**config.mk**
```make
export PLATFORM = sky130hd
export DESIGN_NAME = ccr_dev_flat
export DESIGN_NICKNAME = d
export VERILOG_FILES = /design/src/ccr_pkg.sv /design/src/ccr_link_if.sv /design/src/ccr_sync.sv /design/src/ccr_dev.sv /design/src/flat_wrapper.sv
export SDC_FILE = /design/constraint.sdc
export NUM_CORES = 1
export LEC_CHECK = 0
export ABC_AREA = 1
export BUFFER_PORTS_ARGS = -buffer_cell sky130_fd_sc_hd__clkbuf_2
export CORE_MARGIN = 2
export CORE_UTILIZATION = 31
export DETAILED_ROUTE_END_ITERATION = 10
export MAX_ROUTING_LAYER = met4
export PLACE_DENSITY = 0.58
export SLEW_MARGIN = 20
export SYNTH_ARGS = -nofsm -noshare
export SYNTH_HDL_FRONTEND = slang
export SYNTH_HIERARCHICAL = 1
export SYNTH_SLANG_ARGS = --single-unit
export TNS_END_PERCENT = 30
```
**constraint.sdc**
```tcl
create_clock -name pclk -period 3.6 [get_ports pclk]
set_clock_uncertainty 0.2 [all_clocks]
set_input_delay 0.72 -clock pclk [delete_from_list [all_inputs] [get_ports pclk]]
set_output_delay 0.72 -clock pclk [all_outputs]
set_load 0.03 [all_outputs]
```
**src/ccr_pkg.sv**
```systemverilog
// Shared constants and types of the codec control register set and its serial link.
// Contract
// - Bits 12..8 address, bits 7..0 data.
// - Bit 13 low writes, high reads.
// - Address 0 no-op, 1 and 2 registers.
// - Primary bit 7 resets once, self-clears.
// - Primary bit 6 powers down analog, filters.
// - Primary bit 5 picks auxiliary converter input.
// - Primary bit 4 picks auxiliary monitor source.
// - Primary bits 3..2 set monitor gain.
// - Primary bit 1 enables digital loopback.
// - Primary bit 0 selects hardware secondary requests.
// - Both control registers reset to zero.
// - Secondary bit 5 reads filter overflow only.
// - Bits 4..3 read flags; bit 2 phone mode.
// - Host writes zeros to reserved bits; ccr_host sends the command word as written, without clearing them.
// - Sample words are two's complement.
package ccr_pkg;

  // ==========================================================================
  // Serial word layout.
  localparam int FRAME_BITS = 16;
  localparam int RW_BIT     = 13;
  localparam int ADDR_MSB   = 12;
  localparam int ADDR_LSB   = 8;
  localparam int DATA_MSB   = 7;
  localparam int HDR_BITS   = 8;
  localparam int CNT_W      = 5;

  // ==========================================================================
  // Device register addresses, layout and reset value.
  localparam logic [4:0] ADDR_NOP = 5'h00;
  localparam logic [4:0] ADDR_PRI = 5'h01;
  localparam logic [4:0] ADDR_SEC = 5'h02;
  localparam logic [7:0] CTRL_RST = 8'h00;
  localparam int P_SRST    = 7;
  localparam int P_PDN     = 6;
  localparam int P_INSEL   = 5;
  localparam int P_MONSEL  = 4;
  localparam int P_GAIN_HI = 3;
  localparam int P_GAIN_LO = 2;
  localparam int P_LOOP    = 1;
  localparam int P_HWSEC   = 0;
  localparam int S_OVF     = 5;
  localparam int S_FLAG1   = 4;
  localparam int S_FLAG0   = 3;
  localparam int S_PHONE   = 2;

  // Monitor amplifier settings as coded in bits 3..2.
  typedef enum logic [1:0] {
    MON_MUTE  = 2'h0,
    MON_0DB   = 2'h1,
    MON_M8DB  = 2'h2,
    MON_M18DB = 2'h3
  } ccr_gain_e;

  // ==========================================================================
  // Host controller APB map.
  localparam logic [7:0] OFS_CMD   = 8'h00;
  localparam logic [7:0] OFS_STAT  = 8'h04;
  localparam logic [7:0] OFS_RDATA = 8'h08;
  localparam logic [7:0] OFS_ISTAT = 8'h0c;
  localparam logic [7:0] OFS_IMASK = 8'h10;
  localparam int CMD_SEC_BIT = 16;
  localparam int STAT_BUSY   = 0;
  localparam int STAT_HWSEC  = 1;
  localparam int IRQ_DONE    = 0;
  localparam int IRQ_RDATA   = 1;
  localparam int IRQ_W       = 2;

  // ==========================================================================
  // Timing and reset values of the link.
  localparam int CLK_PERIOD_NS  = 10;
  localparam int SCLK_PERIOD_NS = 160;
  localparam int SCLK_HALF_CYC  = (SCLK_PERIOD_NS / (2 * CLK_PERIOD_NS) < 1) ? 1 :
                                  SCLK_PERIOD_NS / (2 * CLK_PERIOD_NS);
  // Synchroniser reset for {sclk, fs_n, din, sec_req}: frame sync idles high.
  localparam logic [3:0] LINK_SYNC_RST = 4'h4;

  // Host frame engine states, Gray coded along idle, run, gap.
  typedef enum logic [1:0] {
    H_IDLE = 2'h0,
    H_RUN  = 2'h1,
    H_GAP  = 2'h3
  } ccr_hstate_e;

endpackage

```
**src/ccr_link_if.sv**
```systemverilog
// Serial link between the host serial port and the codec control port.
`timescale 1ns/1ps
`default_nettype none
interface ccr_link_if;
  logic sclk;
  logic fs_n;
  logic din;
  logic sec_req;
  logic dout;
  logic dout_oe;
  logic dout_line;

  // The output line floats low when the codec does not drive it.
  assign dout_line = dout_oe & dout;

  modport host (
    output sclk,
    output fs_n,
    output din,
    output sec_req,
    input  dout_line
  );
  modport dev (
    input  sclk,
    input  fs_n,
    input  din,
    input  sec_req,
    output dout,
    output dout_oe
  );
endinterface
`default_nettype wire

```
**src/ccr_sync.sv**
```systemverilog
// Two-stage synchroniser for pins that come from outside the clock domain.
`timescale 1ns/1ps
`default_nettype none
module ccr_sync #(
  parameter int           W   = 1,
  parameter logic [W-1:0] RST = '0
) (
  input  wire logic         clk,
  input  wire logic         rst_n,
  input  wire logic [W-1:0] d,
  output logic      [W-1:0] q
);
  logic [W-1:0] meta_r;

  // The first stage feeds only the second, so metastability has a full cycle to settle.
  always_ff @(posedge clk or negedge rst_n) begin
    if (!rst_n) begin
      meta_r <= RST;
      q      <= RST;
    end else begin
      meta_r <= d;
      q      <= meta_r;
    end
  end
endmodule
`default_nettype wire

```
**src/ccr_dev.sv**
```systemverilog
// Codec end: serial control port with the two control registers and the sample path.
`timescale 1ns/1ps
`default_nettype none
module ccr_dev (
  input  wire logic        pclk,
  input  wire logic        presetn,
  ccr_link_if.dev          link,
  input  wire logic        fir_overflow,
  input  wire logic [1:0]  flag_level,
  input  wire logic [15:0] adc_sample,
  output logic             power_down,
  output logic             adc_aux_sel,
  output logic             mon_aux_sel,
  output logic [1:0]       mon_gain,
  output logic             loopback,
  output logic             hw_secondary,
  output logic             phone_mode,
  output logic             soft_reset,
  output logic [15:0]      dac_sample,
  output logic             dac_valid
);

  // ==========================================================================
  // Pin synchronisation and edge detection.
  logic [3:0]             pins_s;
  logic                   sclk_s;
  logic                   fs_s;
  logic                   din_s;
  logic                   sec_s;
  logic                   sclk_d_r;
  logic                   fs_d_r;
  logic                   rise;
  logic                   fall;
  logic                   frame_start;

  ccr_sync #(
    .W   (4),
    .RST (ccr_pkg::LINK_SYNC_RST)
  ) u_sync (
    .clk   (pclk),
    .rst_n (presetn),
    .d     ({link.sclk, link.fs_n, link.din, link.sec_req}),
    .q     (pins_s)
  );

  assign sclk_s = pins_s[3];
  assign fs_s   = pins_s[2];
  assign din_s  = pins_s[1];
  assign sec_s  = pins_s[0];

  // Delayed copies of the synchronised clock and frame sync give their edges.
  always_ff @(posedge pclk or negedge presetn) begin
    if (!presetn) begin
      sclk_d_r <= 1'b0;
      fs_d_r   <= 1'b1;
    end else begin
      sclk_d_r <= sclk_s;
      fs_d_r   <= fs_s;
    end
  end

  assign rise        = sclk_s & ~sclk_d_r;
  assign fall        = ~sclk_s & sclk_d_r;
  assign frame_start = ~fs_s & fs_d_r;

  // ==========================================================================
  // Receive shift register and bit counter.
  logic [ccr_pkg::CNT_W-1:0]      cnt_r;
  logic [ccr_pkg::FRAME_BITS-1:0] in_sh_r;
  logic [ccr_pkg::FRAME_BITS-1:0] word_now;
  logic [ccr_pkg::HDR_BITS-1:0]   hdr_now;
  logic                           hdr_done;
  logic                           word_done;

  // Bits are taken on the falling link clock edge, after the host set them up on the rising one.
  always_ff @(posedge pclk or negedge presetn) begin
    if (!presetn) begin
      cnt_r   <= '0;
      in_sh_r <= '0;
    end else if (fs_s) begin
      cnt_r <= '0;
    end else if (fall && cnt_r != ccr_pkg::CNT_W'(ccr_pkg::FRAME_BITS)) begin
      in_sh_r <= {in_sh_r[ccr_pkg::FRAME_BITS-2:0], din_s};
      cnt_r   <= cnt_r + 5'h01;
    end
  end

  assign word_now  = {in_sh_r[ccr_pkg::FRAME_BITS-2:0], din_s};
  assign hdr_now   = {in_sh_r[ccr_pkg::HDR_BITS-2:0], din_s};
  assign hdr_done  = fall & ~fs_s & (cnt_r == ccr_pkg::CNT_W'(ccr_pkg::HDR_BITS - 1));
  assign word_done = fall & ~fs_s & (cnt_r == ccr_pkg::CNT_W'(ccr_pkg::FRAME_BITS - 1));

  // ==========================================================================
  // Control registers.
  logic [7:0]             pri_r;
  logic                   phone_r;
  logic                   srst_r;
  logic [4:0]             wr_addr;
  logic [7:0]             wr_data;
  logic                   sec_write;

  assign wr_addr   = word_now[ccr_pkg::ADDR_MSB:ccr_pkg::ADDR_LSB];
  assign wr_data   = word_now[ccr_pkg::DATA_MSB:0];
  assign sec_write = word_done & sec_s & ~word_now[ccr_pkg::RW_BIT];

  // A write with the reset bit set pulses soft_reset for one cycle, restores the defaults and leaves the bit clear,
  // so the host never has to write a zero to end the reset.
  always_ff @(posedge pclk or negedge presetn) begin
    if (!presetn) begin
      pri_r   <= ccr_pkg::CTRL_RST;
      phone_r <= 1'b0;
      srst_r  <= 1'b0;
    end else begin
      srst_r <= 1'b0;
      if (sec_write) begin
        if (wr_addr == ccr_pkg::ADDR_PRI) begin
          if (wr_data[ccr_pkg::P_SRST]) begin
            srst_r  <= 1'b1;
            pri_r   <= ccr_pkg::CTRL_RST;
            phone_r <= 1'b0;
          end else begin
            pri_r <= {1'b0, wr_data[ccr_pkg::P_SRST-1:0]};
          end
        end else if (wr_addr == ccr_pkg::ADDR_SEC) begin
          phone_r <= wr_data[ccr_pkg::S_PHONE];
        end
      end
    end
  end

  // Register fields drive the analog controls directly.
  assign power_down   = pri_r[ccr_pkg::P_PDN];
  assign adc_aux_sel  = pri_r[ccr_pkg::P_INSEL];
  assign mon_aux_sel  = pri_r[ccr_pkg::P_MONSEL];
  assign mon_gain     = pri_r[ccr_pkg::P_GAIN_HI:ccr_pkg::P_GAIN_LO];
  assign loopback     = pri_r[ccr_pkg::P_LOOP];
  assign hw_secondary = pri_r[ccr_pkg::P_HWSEC];
  assign phone_mode   = phone_r;
  assign soft_reset   = srst_r;

  // ==========================================================================
  // Read data: status bits are sampled live when the address arrives.
  logic [7:0]             rd_data;
  logic [4:0]             rd_addr;

  assign rd_addr = hdr_now[ccr_pkg::ADDR_MSB-ccr_pkg::ADDR_LSB:0];

  // Reserved, write-only-ignored and unmapped positions all read back as zero.
  always_comb begin
    rd_data = 8'h00;
    if (rd_addr == ccr_pkg::ADDR_PRI) begin
      rd_data = pri_r;
    end else if (rd_addr == ccr_pkg::ADDR_SEC) begin
      rd_data[ccr_pkg::S_OVF]   = fir_overflow;
      rd_data[ccr_pkg::S_FLAG1] = flag_level[1];
      rd_data[ccr_pkg::S_FLAG0] = flag_level[0];
      rd_data[ccr_pkg::S_PHONE] = phone_r;
    end
  end

  // ==========================================================================
  // Sample path.
  logic [15:0]            dac_r;
  logic                   dac_valid_r;
  logic [15:0]            adc_word;

  // With the filters powered down no new sample is accepted; words are kept as two's complement.
  always_ff @(posedge pclk or negedge presetn) begin
    if (!presetn) begin
      dac_r       <= 16'h0000;
      dac_valid_r <= 1'b0;
    end else begin
      dac_valid_r <= 1'b0;
      if (word_done && !sec_s && !pri_r[ccr_pkg::P_PDN]) begin
        dac_r       <= word_now;
        dac_valid_r <= 1'b1;
      end
    end
  end

  assign dac_sample = dac_r;
  assign dac_valid  = dac_valid_r;

  // Loopback returns the last received sample; power down returns silence.
  assign adc_word = pri_r[ccr_pkg::P_PDN]  ? 16'h0000 :
                    pri_r[ccr_pkg::P_LOOP] ? dac_r : adc_sample;

  // ==========================================================================
  // Transmit side: one bit per rising link clock edge while the frame is open.
  logic [15:0]            out_sh_r;
  logic                   dout_r;
  logic                   oe_r;

  // A secondary frame sends zeros until the header is in, then the addressed register on a read and zeros on a write;
  // the reload at the header lands just before the ninth rising edge.
  // A primary frame must never take the reload, or the low byte of the sample would be lost.
  always_ff @(posedge pclk or negedge presetn) begin
    if (!presetn) begin
      out_sh_r <= 16'h0000;
      dout_r   <= 1'b0;
      oe_r     <= 1'b0;
    end else begin
      oe_r <= ~fs_s;
      if (fs_s) begin
        dout_r <= 1'b0;
      end else if (frame_start) begin
        dout_r   <= sec_s ? 1'b0 : adc_word[15];
        out_sh_r <= sec_s ? 16'h0000 : {adc_word[14:0], 1'b0};
      end else if (hdr_done && sec_s) begin
        out_sh_r <= hdr_now[ccr_pkg::RW_BIT-ccr_pkg::ADDR_LSB] ?
                    {rd_data, 8'h00} : 16'h0000;
      end else if (rise && cnt_r != ccr_pkg::CNT_W'(ccr_pkg::FRAME_BITS)) begin
        dout_r   <= out_sh_r[15];
        out_sh_r <= {out_sh_r[14:0], 1'b0};
      end
    end
  end

  assign link.dout    = dout_r;
  assign link.dout_oe = oe_r;

endmodule
`default_nettype wire

```
**src/flat_wrapper.sv**
```systemverilog
// flat-port wrapper written by rule: the top's interface ports become plain ports
module ccr_dev_flat 
  (pclk, presetn, fir_overflow, flag_level, adc_sample, power_down, adc_aux_sel, mon_aux_sel, mon_gain, loopback, hw_secondary, phone_mode, soft_reset, dac_sample, dac_valid, link_sclk, link_fs_n, link_din, link_sec_req, link_dout, link_dout_oe);
  ccr_link_if link_i ();
  input  wire logic pclk;
  input  wire logic presetn;
  input  wire logic fir_overflow;
  input  wire logic [1:0] flag_level;
  input  wire logic [15:0] adc_sample;
  output logic power_down;
  output logic adc_aux_sel;
  output logic mon_aux_sel;
  output logic [1:0] mon_gain;
  output logic loopback;
  output logic hw_secondary;
  output logic phone_mode;
  output logic soft_reset;
  output logic [15:0] dac_sample;
  output logic dac_valid;
  input wire logic [$bits(link_i.sclk)-1:0] link_sclk;
  input wire logic [$bits(link_i.fs_n)-1:0] link_fs_n;
  input wire logic [$bits(link_i.din)-1:0] link_din;
  input wire logic [$bits(link_i.sec_req)-1:0] link_sec_req;
  output wire logic [$bits(link_i.dout)-1:0] link_dout;
  output wire logic [$bits(link_i.dout_oe)-1:0] link_dout_oe;
  assign link_i.sclk = link_sclk;
  assign link_i.fs_n = link_fs_n;
  assign link_i.din = link_din;
  assign link_i.sec_req = link_sec_req;
  assign link_dout = link_i.dout;
  assign link_dout_oe = link_i.dout_oe;
  ccr_dev u_core (.pclk(pclk), .presetn(presetn), .link(link_i), .fir_overflow(fir_overflow), .flag_level(flag_level), .adc_sample(adc_sample), .power_down(power_down), .adc_aux_sel(adc_aux_sel), .mon_aux_sel(mon_aux_sel), .mon_gain(mon_gain), .loopback(loopback), .hw_secondary(hw_secondary), .phone_mode(phone_mode), .soft_reset(soft_reset), .dac_sample(dac_sample), .dac_valid(dac_valid));
endmodule
```
==> results of run 1 <==
[layer usage]
layer / up-vias / share of wire (%)
li1: 1328 / -
met1: 1276 / 46
met2: 68 / 46
met3: 12 / 5.5
met4: 0 / 2.2
met5: - / 0
[cells in the final DEF, fill, tap and decap left out, drive strengths merged, types with 3 or more instances in the layout]
cell type / count
dfrtp: 70
dfstp: 3
nor3: 3
a21oi: 18
nand3: 19
mux2i: 8
clkbuf: 65
nand2: 90
o22ai: 10
nor2: 27
o21ai: 46
nand4: 4
inv: 40
ha: 3
or2: 7
o211ai: 8
[cell type report]
cell class	instances	area [µm²]	area share, %
clock inverter	2	35.03	0.8844
timing repair buffer	53	270.3	6.822
tap	140	175.2	4.422
multi-input combinational	245	1316	33.23
sequential	73	1831	46.21
clock buffer	14	172.7	4.359
inverter	41	161.4	4.075
[worst max-delay path by stage]
stage | depth (start not counted) | slack (ns) | to
floorplan | 11 | 1.79 | u_core/pri_r[6]$_DFFE_PN0P_
global placement | 7 | 1.42 | u_core/cnt_r[2]$_DFFE_PN0P_
detailed placement | 9 | 1.32 | u_core/dac_sample[12]$_DFFE_PN0P_
CTS | 9 | 1.30 | u_core/dac_sample[12]$_DFFE_PN0P_
global route | 8 | 1.10 | u_core/dac_sample[1]$_DFFE_PN0P_
finish | 9 | 1.31 | u_core/dac_sample[12]$_DFFE_PN0P_
[logic make-up (layout without fill, tap and decap cells)]
group | count (synthesis) | after routing | share of synthesized area [%]
AO/OA/AOI/OAI | 83 | 83 | 14.30
multiplexers | 8 | 8 | 2.358
adder cells (fa/ha/maj) | 3 | 3 | 1.105
buffers and inverters | 54 | 110 | 7.332
flip-flops | 73 | 73 | 53.91
AND/OR/NAND/NOR | 151 | 151 | 21.00
[report_power, final]
part	switching (mW)	internal [mW]
Combinational	0.153	0.0798
Clock	0.289	0.377
Sequential	0.0416	0.888
Total	0.484	1.34
[cell usage after synthesis (all sizes together), types with 4 or more instances]
master | n | area [µm²]
nand2 | 90 | 362.9
dfrtp | 70 | 1752
o21ai | 46 | 252.7
inv | 40 | 157.7
nor2 | 27 | 111.4
nand3 | 19 | 120.1
a21oi | 18 | 97.60
o22ai | 10 | 68.81
mux2i | 8 | 80.08
o211ai | 8 | 60.06
buf | 7 | 65.06
or2 | 7 | 43.79
clkbuf | 6 | 22.52
nand4 | 4 | 31.28
[flip-flops by register name, indices dropped and copies added, names as in the netlist, 4 cells and up]
| register | flops |
|---|---|
| u_core/dac_sample | 16 |
| u_core/u_sync/q | 4 |
| u_core/out_sh_r | 15 |
| u_core/pri_r | 7 |
| u_core/in_sh_r | 15 |
| u_core/cnt_r | 5 |
| u_core/u_sync/meta_r | 4 |
==> qor.tcl, run 1 <==
set qor(num-nets-final) 451
set qor(htree_num_levels) 3
set qor(synthToLayoutAreaGrowth_pct) 16.65
set qor(initialDrtViolationCount) 175
set qor(max_stage_delay_on_crit_path_ns) 0.50
set qor(floorplan.initialDensity_pct) 31.60
set qor(tritoncts.num_buffers) 9
set qor(design.portCount) 53
set qor(tns_ns) 0
set qor(status) {complete, no violations}
set qor(hold_path_end) {u_core/u_sync/q[1]$_DFF_PN0_}
set qor(design_power_total_mw) 1.828
set qor(synthesis.yosys.warnings) 6
set qor(grt-ovfl-total) 0
set qor(grt_setup_unrepaired) {false}
set qor(power.density_cell_area_nw_per_um2) 461.4
set qor(floorplan.die.width_um) 108.7
set qor(cts.clk_slew.worst_paths_ns) 0.07
set qor(grt_start_max_net_pins) 74
set qor(finalSetupViolations) 0
set qor(cts_hold_buf) 0
set qor(dp_cells) 552
set qor(crit_path_cell_trace) {ha_1, nand2_2, nor2_1, ha_1, inv_1, nor2_2, nand2_1, nand2_1, o21ai_0}
set qor(wl_per_cell_um) 14.34
set qor(drtAntennaViolNets) 0
set qor(syn_area_per_cell_um2) 9.128
set qor(worst_r2r_endpoint) {u_core/dac_sample[12]$_DFFE_PN0P_}
set qor(critPathBufInv) 1
set qor(synth_cell_type_count) 36
set qor(nFillCells) 1121
set qor(fin_crit_ns) 2.286
set qor(grt-busiest-layer) {met2}
set qor(drv.max_cap_violation_count) 0
set qor(finalHoldViolCount) 0
set qor(grt_first_pass_wirelength_um) 13090
set qor(place_ws_ns) 1.317
set qor(clock_tree.root_cell) {sky130_fd_sc_hd__clkbuf_8}
set qor(ys_seq_elements) 73
set qor(final_core_utilization_pct) 36.87
set qor(critical-path-top-delay-family) {simple AND/OR/NAND/NOR gates}
set qor(cts.repair_timing.setup_buffer_count) 0
set qor(mappedNetlistArea_um2) 3396
set qor(clock_sink_count) 73
set qor(firstDrtPassIters) 5
set qor(worst_hold_path_type) {reg -> reg}
set qor(cts_resized) 0
set qor(grt_met2_use_pct) 22.23
set qor(async_reset_ff_share_pct) 100.0
set qor(finalHoldWorstSlack_ns) 0.1531
set qor(timing_worst_setup_path_type) {reg -> reg}
set qor(critical_path_arrival_ns) 2.28
set qor(max-vdd-ir-drop_mv) 0.1384
set qor(final_non_filler_cells) 568
set qor(avgViaCountPerCell) 4.725
set qor(grt.total_usage_pct) 15.13
set qor(core-area_um2) 10750
set qor(io_buffers) 52
set qor(gp_congestion) 0.8191
set qor(tritoncts) {yes}
set qor(cpMaxStageDelayCell) {sky130_fd_sc_hd__nand2_1}
set qor(min_from) {u_core/u_sync/meta_r[1]$_DFF_PN0_}
set qor(antennaDiodeCount) 0
set qor(route.final.wire_length_um) 8147
set qor(use_met1_pct) 19.68
set qor(seq_area_frac_synth_pct) 53.91
set qor(drc) 0
set qor(worstRegToRegCells) 9
set qor(worstSetupEndpointType) {flop}
set qor(drive_above_1_share_pct) 25.23
set qor(detailedPlacementHpwl_um) 5935
set qor(cts.path.max_buffers) 2
set qor(post_synth_inst_count) 372
set qor(worst_path_maximum_fanout) 32
set qor(min_delay_path_depth) 0
set qor(worstMarginPinSlew_ns) 0.9327
set qor(timing.rr.start) {u_core/cnt_r[1]$_DFFE_PN0P_}
set qor(min_period_over_period_pct) 63.51
set qor(grt_pass1_vias) 2589
set qor(synthFlopType) {sky130_fd_sc_hd__dfrtp_1}
set qor(startpoint) {u_core/cnt_r[1]$_DFFE_PN0P_}
set qor(synth_edf_count) 0
set qor(synth_nets) 400
set qor(leakage_nw) 1.839
set qor(global_route.usage.met3_pct) 4.005
set qor(number_of_antenna_violations_at_the_first_check_in_global_routing) 0
set qor(worst_setup_path_start_kind) {flop}
set qor(floorplan.die.height_um) 108.7
set qor(slew_headroom_pct) 37.82
set qor(insertion_delay_ns) 0.35
set qor(post_route_cell_area_um2) 3961
set qor(postPlaceCellArea_um2) 3754
set qor(drv_slew) 0
set qor(critical_path_required_ns) 3.59
set qor(route.vias.total) 2684
set qor(die_area_um2) 11810
set qor(timing.reg2reg.setup_slack_ns) 1.31
set qor(std_cell_rows) 38
set qor(setup_slack_ns) 1.314
set qor(max_clock_freq_mhz) 437.4
Note: power is estimated with default switching activity, not from simulation.
==> run 2, diff against run 1 <==
==> constraint.sdc (replaced) <==
create_clock -name pclk -period 2.24 [get_ports pclk]
set_clock_uncertainty 0.2 [all_clocks]
set_input_delay 0.448 -clock pclk [delete_from_list [all_inputs] [get_ports pclk]]
set_output_delay 0.448 -clock pclk [all_outputs]
set_load 0.03 [all_outputs]
==> run 2 against run 1 <==
Worst setup slack got worse by 1.1 ns. Cell count increased by 2.1%. Worst hold slack got worse by 0.0041 ns. Non-clock buffer count increased by 12. Critical path depth increased by 2. Clock power increased by 52%. Largest power group unchanged.
==> qor.tcl, run 2 (same netlist as run 1, synthesis figures left out) <==
set qor(drive_above_1_share_pct) 25.91 ;# +0.68 points
set qor(grt-busiest-layer) {met2}
set qor(grt_pass1_vias) 2790 ;# +7.8%
set qor(grt-ovfl-total) 0 ;# unchanged
set qor(flip_flop_count_of_the_largest_register_all_copies_and_words_added) 16 ;# unchanged
set qor(grt_start_max_net_pins) 37 ;# -50%
set qor(io_buffers) 52 ;# unchanged
set qor(grt_first_pass_wirelength_um) 13940 ;# +6.5%
set qor(slew_headroom_pct) 74.72 ;# +37 points
set qor(finalSetupViolations) 0 ;# unchanged
set qor(cts_resized) 0 ;# unchanged
set qor(finalHoldViolCount) 0 ;# unchanged
set qor(most-common-layout-cells) {sky130_fd_sc_hd__nand2_1 (82), sky130_fd_sc_hd__dfrtp_1 (70), sky130_fd_sc_hd__clkbuf_2 (51)}
set qor(std_cell_rows) 38 ;# unchanged
set qor(max_clock_freq_mhz) 495.6 ;# +13%
set qor(worst_hold_path_type) {reg -> reg}
set qor(number_of_antenna_violations_at_the_first_check_in_global_routing) 0 ;# unchanged
set qor(core-area_um2) 10750 ;# unchanged
set qor(crit_path_cell_trace) {ha_1, nand2_2, nor2_1, ha_1, inv_1, nor2_2, nand2_2, nor3_4, buf_12, nor2_1, a21oi_1}
set qor(clock_tree.root_cell) {sky130_fd_sc_hd__clkbuf_8}
set qor(gp_congestion) 0.8461 ;# +3.3%
set qor(grt.total_usage_pct) 16.11 ;# +0.98 points
set qor(place_ws_ns) 0.1611 ;# -1.156 ns
set qor(finalHoldWorstSlack_ns) 0.1490 ;# -0.004119 ns
set qor(worst_path_maximum_fanout) 11 ;# -66%
set qor(timing.rr.start) {u_core/cnt_r[1]$_DFFE_PN0P_}
set qor(nFillCells) 1121 ;# unchanged
set qor(tritoncts.num_buffers) 9 ;# unchanged
set qor(min_from) {u_core/u_sync/meta_r[0]$_DFF_PN0_}
set qor(critical_path_arrival_ns) 2.10 ;# -0.18 ns
set qor(grt_met2_use_pct) 24.91 ;# +2.7 points
set qor(wl_per_cell_um) 14.54 ;# +1.4%
set qor(detailedPlacementHpwl_um) 6189 ;# +4.3%
set qor(drv.max_cap_violation_count) 0 ;# unchanged
set qor(die_area_um2) 11810 ;# unchanged
set qor(worstMarginPinSlew_ns) 0.3779 ;# -0.5549 ns
set qor(design.portCount) 53 ;# unchanged
set qor(final_non_filler_cells) 580 ;# +2.1%
set qor(initialDrtViolationCount) 218 ;# +25%
set qor(layout_commonest_cell) {sky130_fd_sc_hd__nand2_1}
set qor(worstSetupEndpointType) {flop}
set qor(critical_path_required_ns) 2.32 ;# -1.27 ns
set qor(route.final.wire_length_um) 8433 ;# +3.5%
set qor(drv_slew) 0 ;# unchanged
set qor(synthToLayoutAreaGrowth_pct) 20.23
set qor(cts.clk_slew.worst_paths_ns) 0.07 ;# about the same
set qor(htree_num_levels) 3 ;# unchanged
set qor(avgViaCountPerCell) 4.716 ;# -0.21%
set qor(fin_crit_ns) 2.018 ;# -0.2686 ns
set qor(firstDrtPassIters) 5 ;# unchanged
set qor(use_met1_pct) 20.21 ;# +0.53 points
set qor(global_route.usage.met3_pct) 3.347 ;# -0.66 points
set qor(startpoint) {u_core/cnt_r[1]$_DFFE_PN0P_}
set qor(route.vias.total) 2735 ;# +1.9%
set qor(drtAntennaViolNets) 0 ;# unchanged
set qor(leakage_nw) 1.897 ;# +3.1%
set qor(cts.path.max_buffers) 2 ;# unchanged
set qor(insertion_delay_ns) 0.36 ;# about the same
set qor(floorplan.die.height_um) 108.7 ;# unchanged
set qor(status) {complete, no violations}
set qor(power.density_cell_area_nw_per_um2) 710.8 ;# +54%
set qor(floorplan.initialDensity_pct) 31.60 ;# unchanged
set qor(drc) 0 ;# unchanged
set qor(floorplan.die.width_um) 108.7 ;# unchanged
set qor(setup_slack_ns) 0.2222 ;# -1.091 ns
set qor(design_power_total_mw) 2.902 ;# +59%
set qor(postPlaceCellArea_um2) 3824 ;# +1.9%
set qor(dp_cells) 558 ;# +1.1%
set qor(grt_setup_unrepaired) {false}
set qor(num-nets-final) 463 ;# +2.7%
set qor(clock_sink_count) 73 ;# unchanged
set qor(cpMaxStageDelayCell) {sky130_fd_sc_hd__dfrtp_1}
set qor(final_core_utilization_pct) 37.99 ;# +1.1 points
set qor(tns_ns) 0 ;# unchanged
set qor(max-vdd-ir-drop_mv) 0.2498 ;# +80%
set qor(max_stage_delay_on_crit_path_ns) 0.37 ;# -0.13 ns
set qor(min_period_over_period_pct) 90.08 ;# +27 points
set qor(post_route_cell_area_um2) 4083 ;# +3.1%
set qor(tritoncts) {yes}
set qor(worst_setup_path_start_kind) {flop}
set qor(timing_worst_setup_path_type) {reg -> reg}
set qor(antennaDiodeCount) 0 ;# unchanged
run 2: changes by cell type in the layout (fill, tap and decap cells not counted), sizes merged:
cell	previous run	this run
buf	2	9
dlygate4sd3	0	5
clkbuf	65	64
clkinv	2	3
run 2: where the power goes:
group          switching, mW  total [mW]  internal (mW)
sequential            0.0716        1.50           1.43
clock                  0.468        1.01          0.543
combinational          0.252       0.394          0.142
run 2: final timing paths:
kind | end | slack [ns] | cells after the start
setup / recovery | u_core/pri_r[2]$_DFFE_PN0P_ | 0.22 | 11
hold / removal | u_core/u_sync/q[0]$_DFF_PN0_ | 0.15 | 0
setup reg to reg | u_core/pri_r[2]$_DFFE_PN0P_ | 0.22 | 11
hold reg to reg | u_core/u_sync/q[0]$_DFF_PN0_ | 0.15 | 0
max in group asynchronous | u_core/out_sh_r[2]$_DFFE_PN0P_ | 0.96 | 3
min in group asynchronous | u_core/pri_r[0]$_DFFE_PN0P_ | 0.31 | 2
run 2: critical path: cells and delay by family (launching register included):
family | cells | cell delay, ns
flip-flops | 1 | 0.37
AND/OR/NAND/NOR | 6 | 0.73
buffers and inverters | 2 | 0.21
AO/OA/AOI/OAI | 1 | 0.10
adder cells (fa/ha/maj) | 2 | 0.34
run 2: per-layer routing:
layer  part of all wire (%)  up-vias  wire [µm]
met2                     48       55       4050
met3                    3.9       14        327
li1                       -     1351          -
met4                    2.2        0        184
met5                      0        -          0
met1                     46     1315       3871
run 2: layout make-up:
type	instances	area (µm²)	area share, %
Clock buffer	13	148.9	3.647
Inverter	41	161.4	3.953
Multi-Input combinational cell	245	1316	32.24
Tap cell	140	175.2	4.291
Sequential cell	73	1831	44.84
Timing Repair Buffer	65	410.4	10.05
Clock inverter	3	40.04	0.9807
run 2: timing repair:
| item | in CTS | in global routing |
|---|---|---|
| hold buffers | 5 | 0 |
| endpoints found under the hold margin | 18 | 0 |
| buffers inserted | 0 | 1 |
| setup endpoints to repair | 0 | 7 |
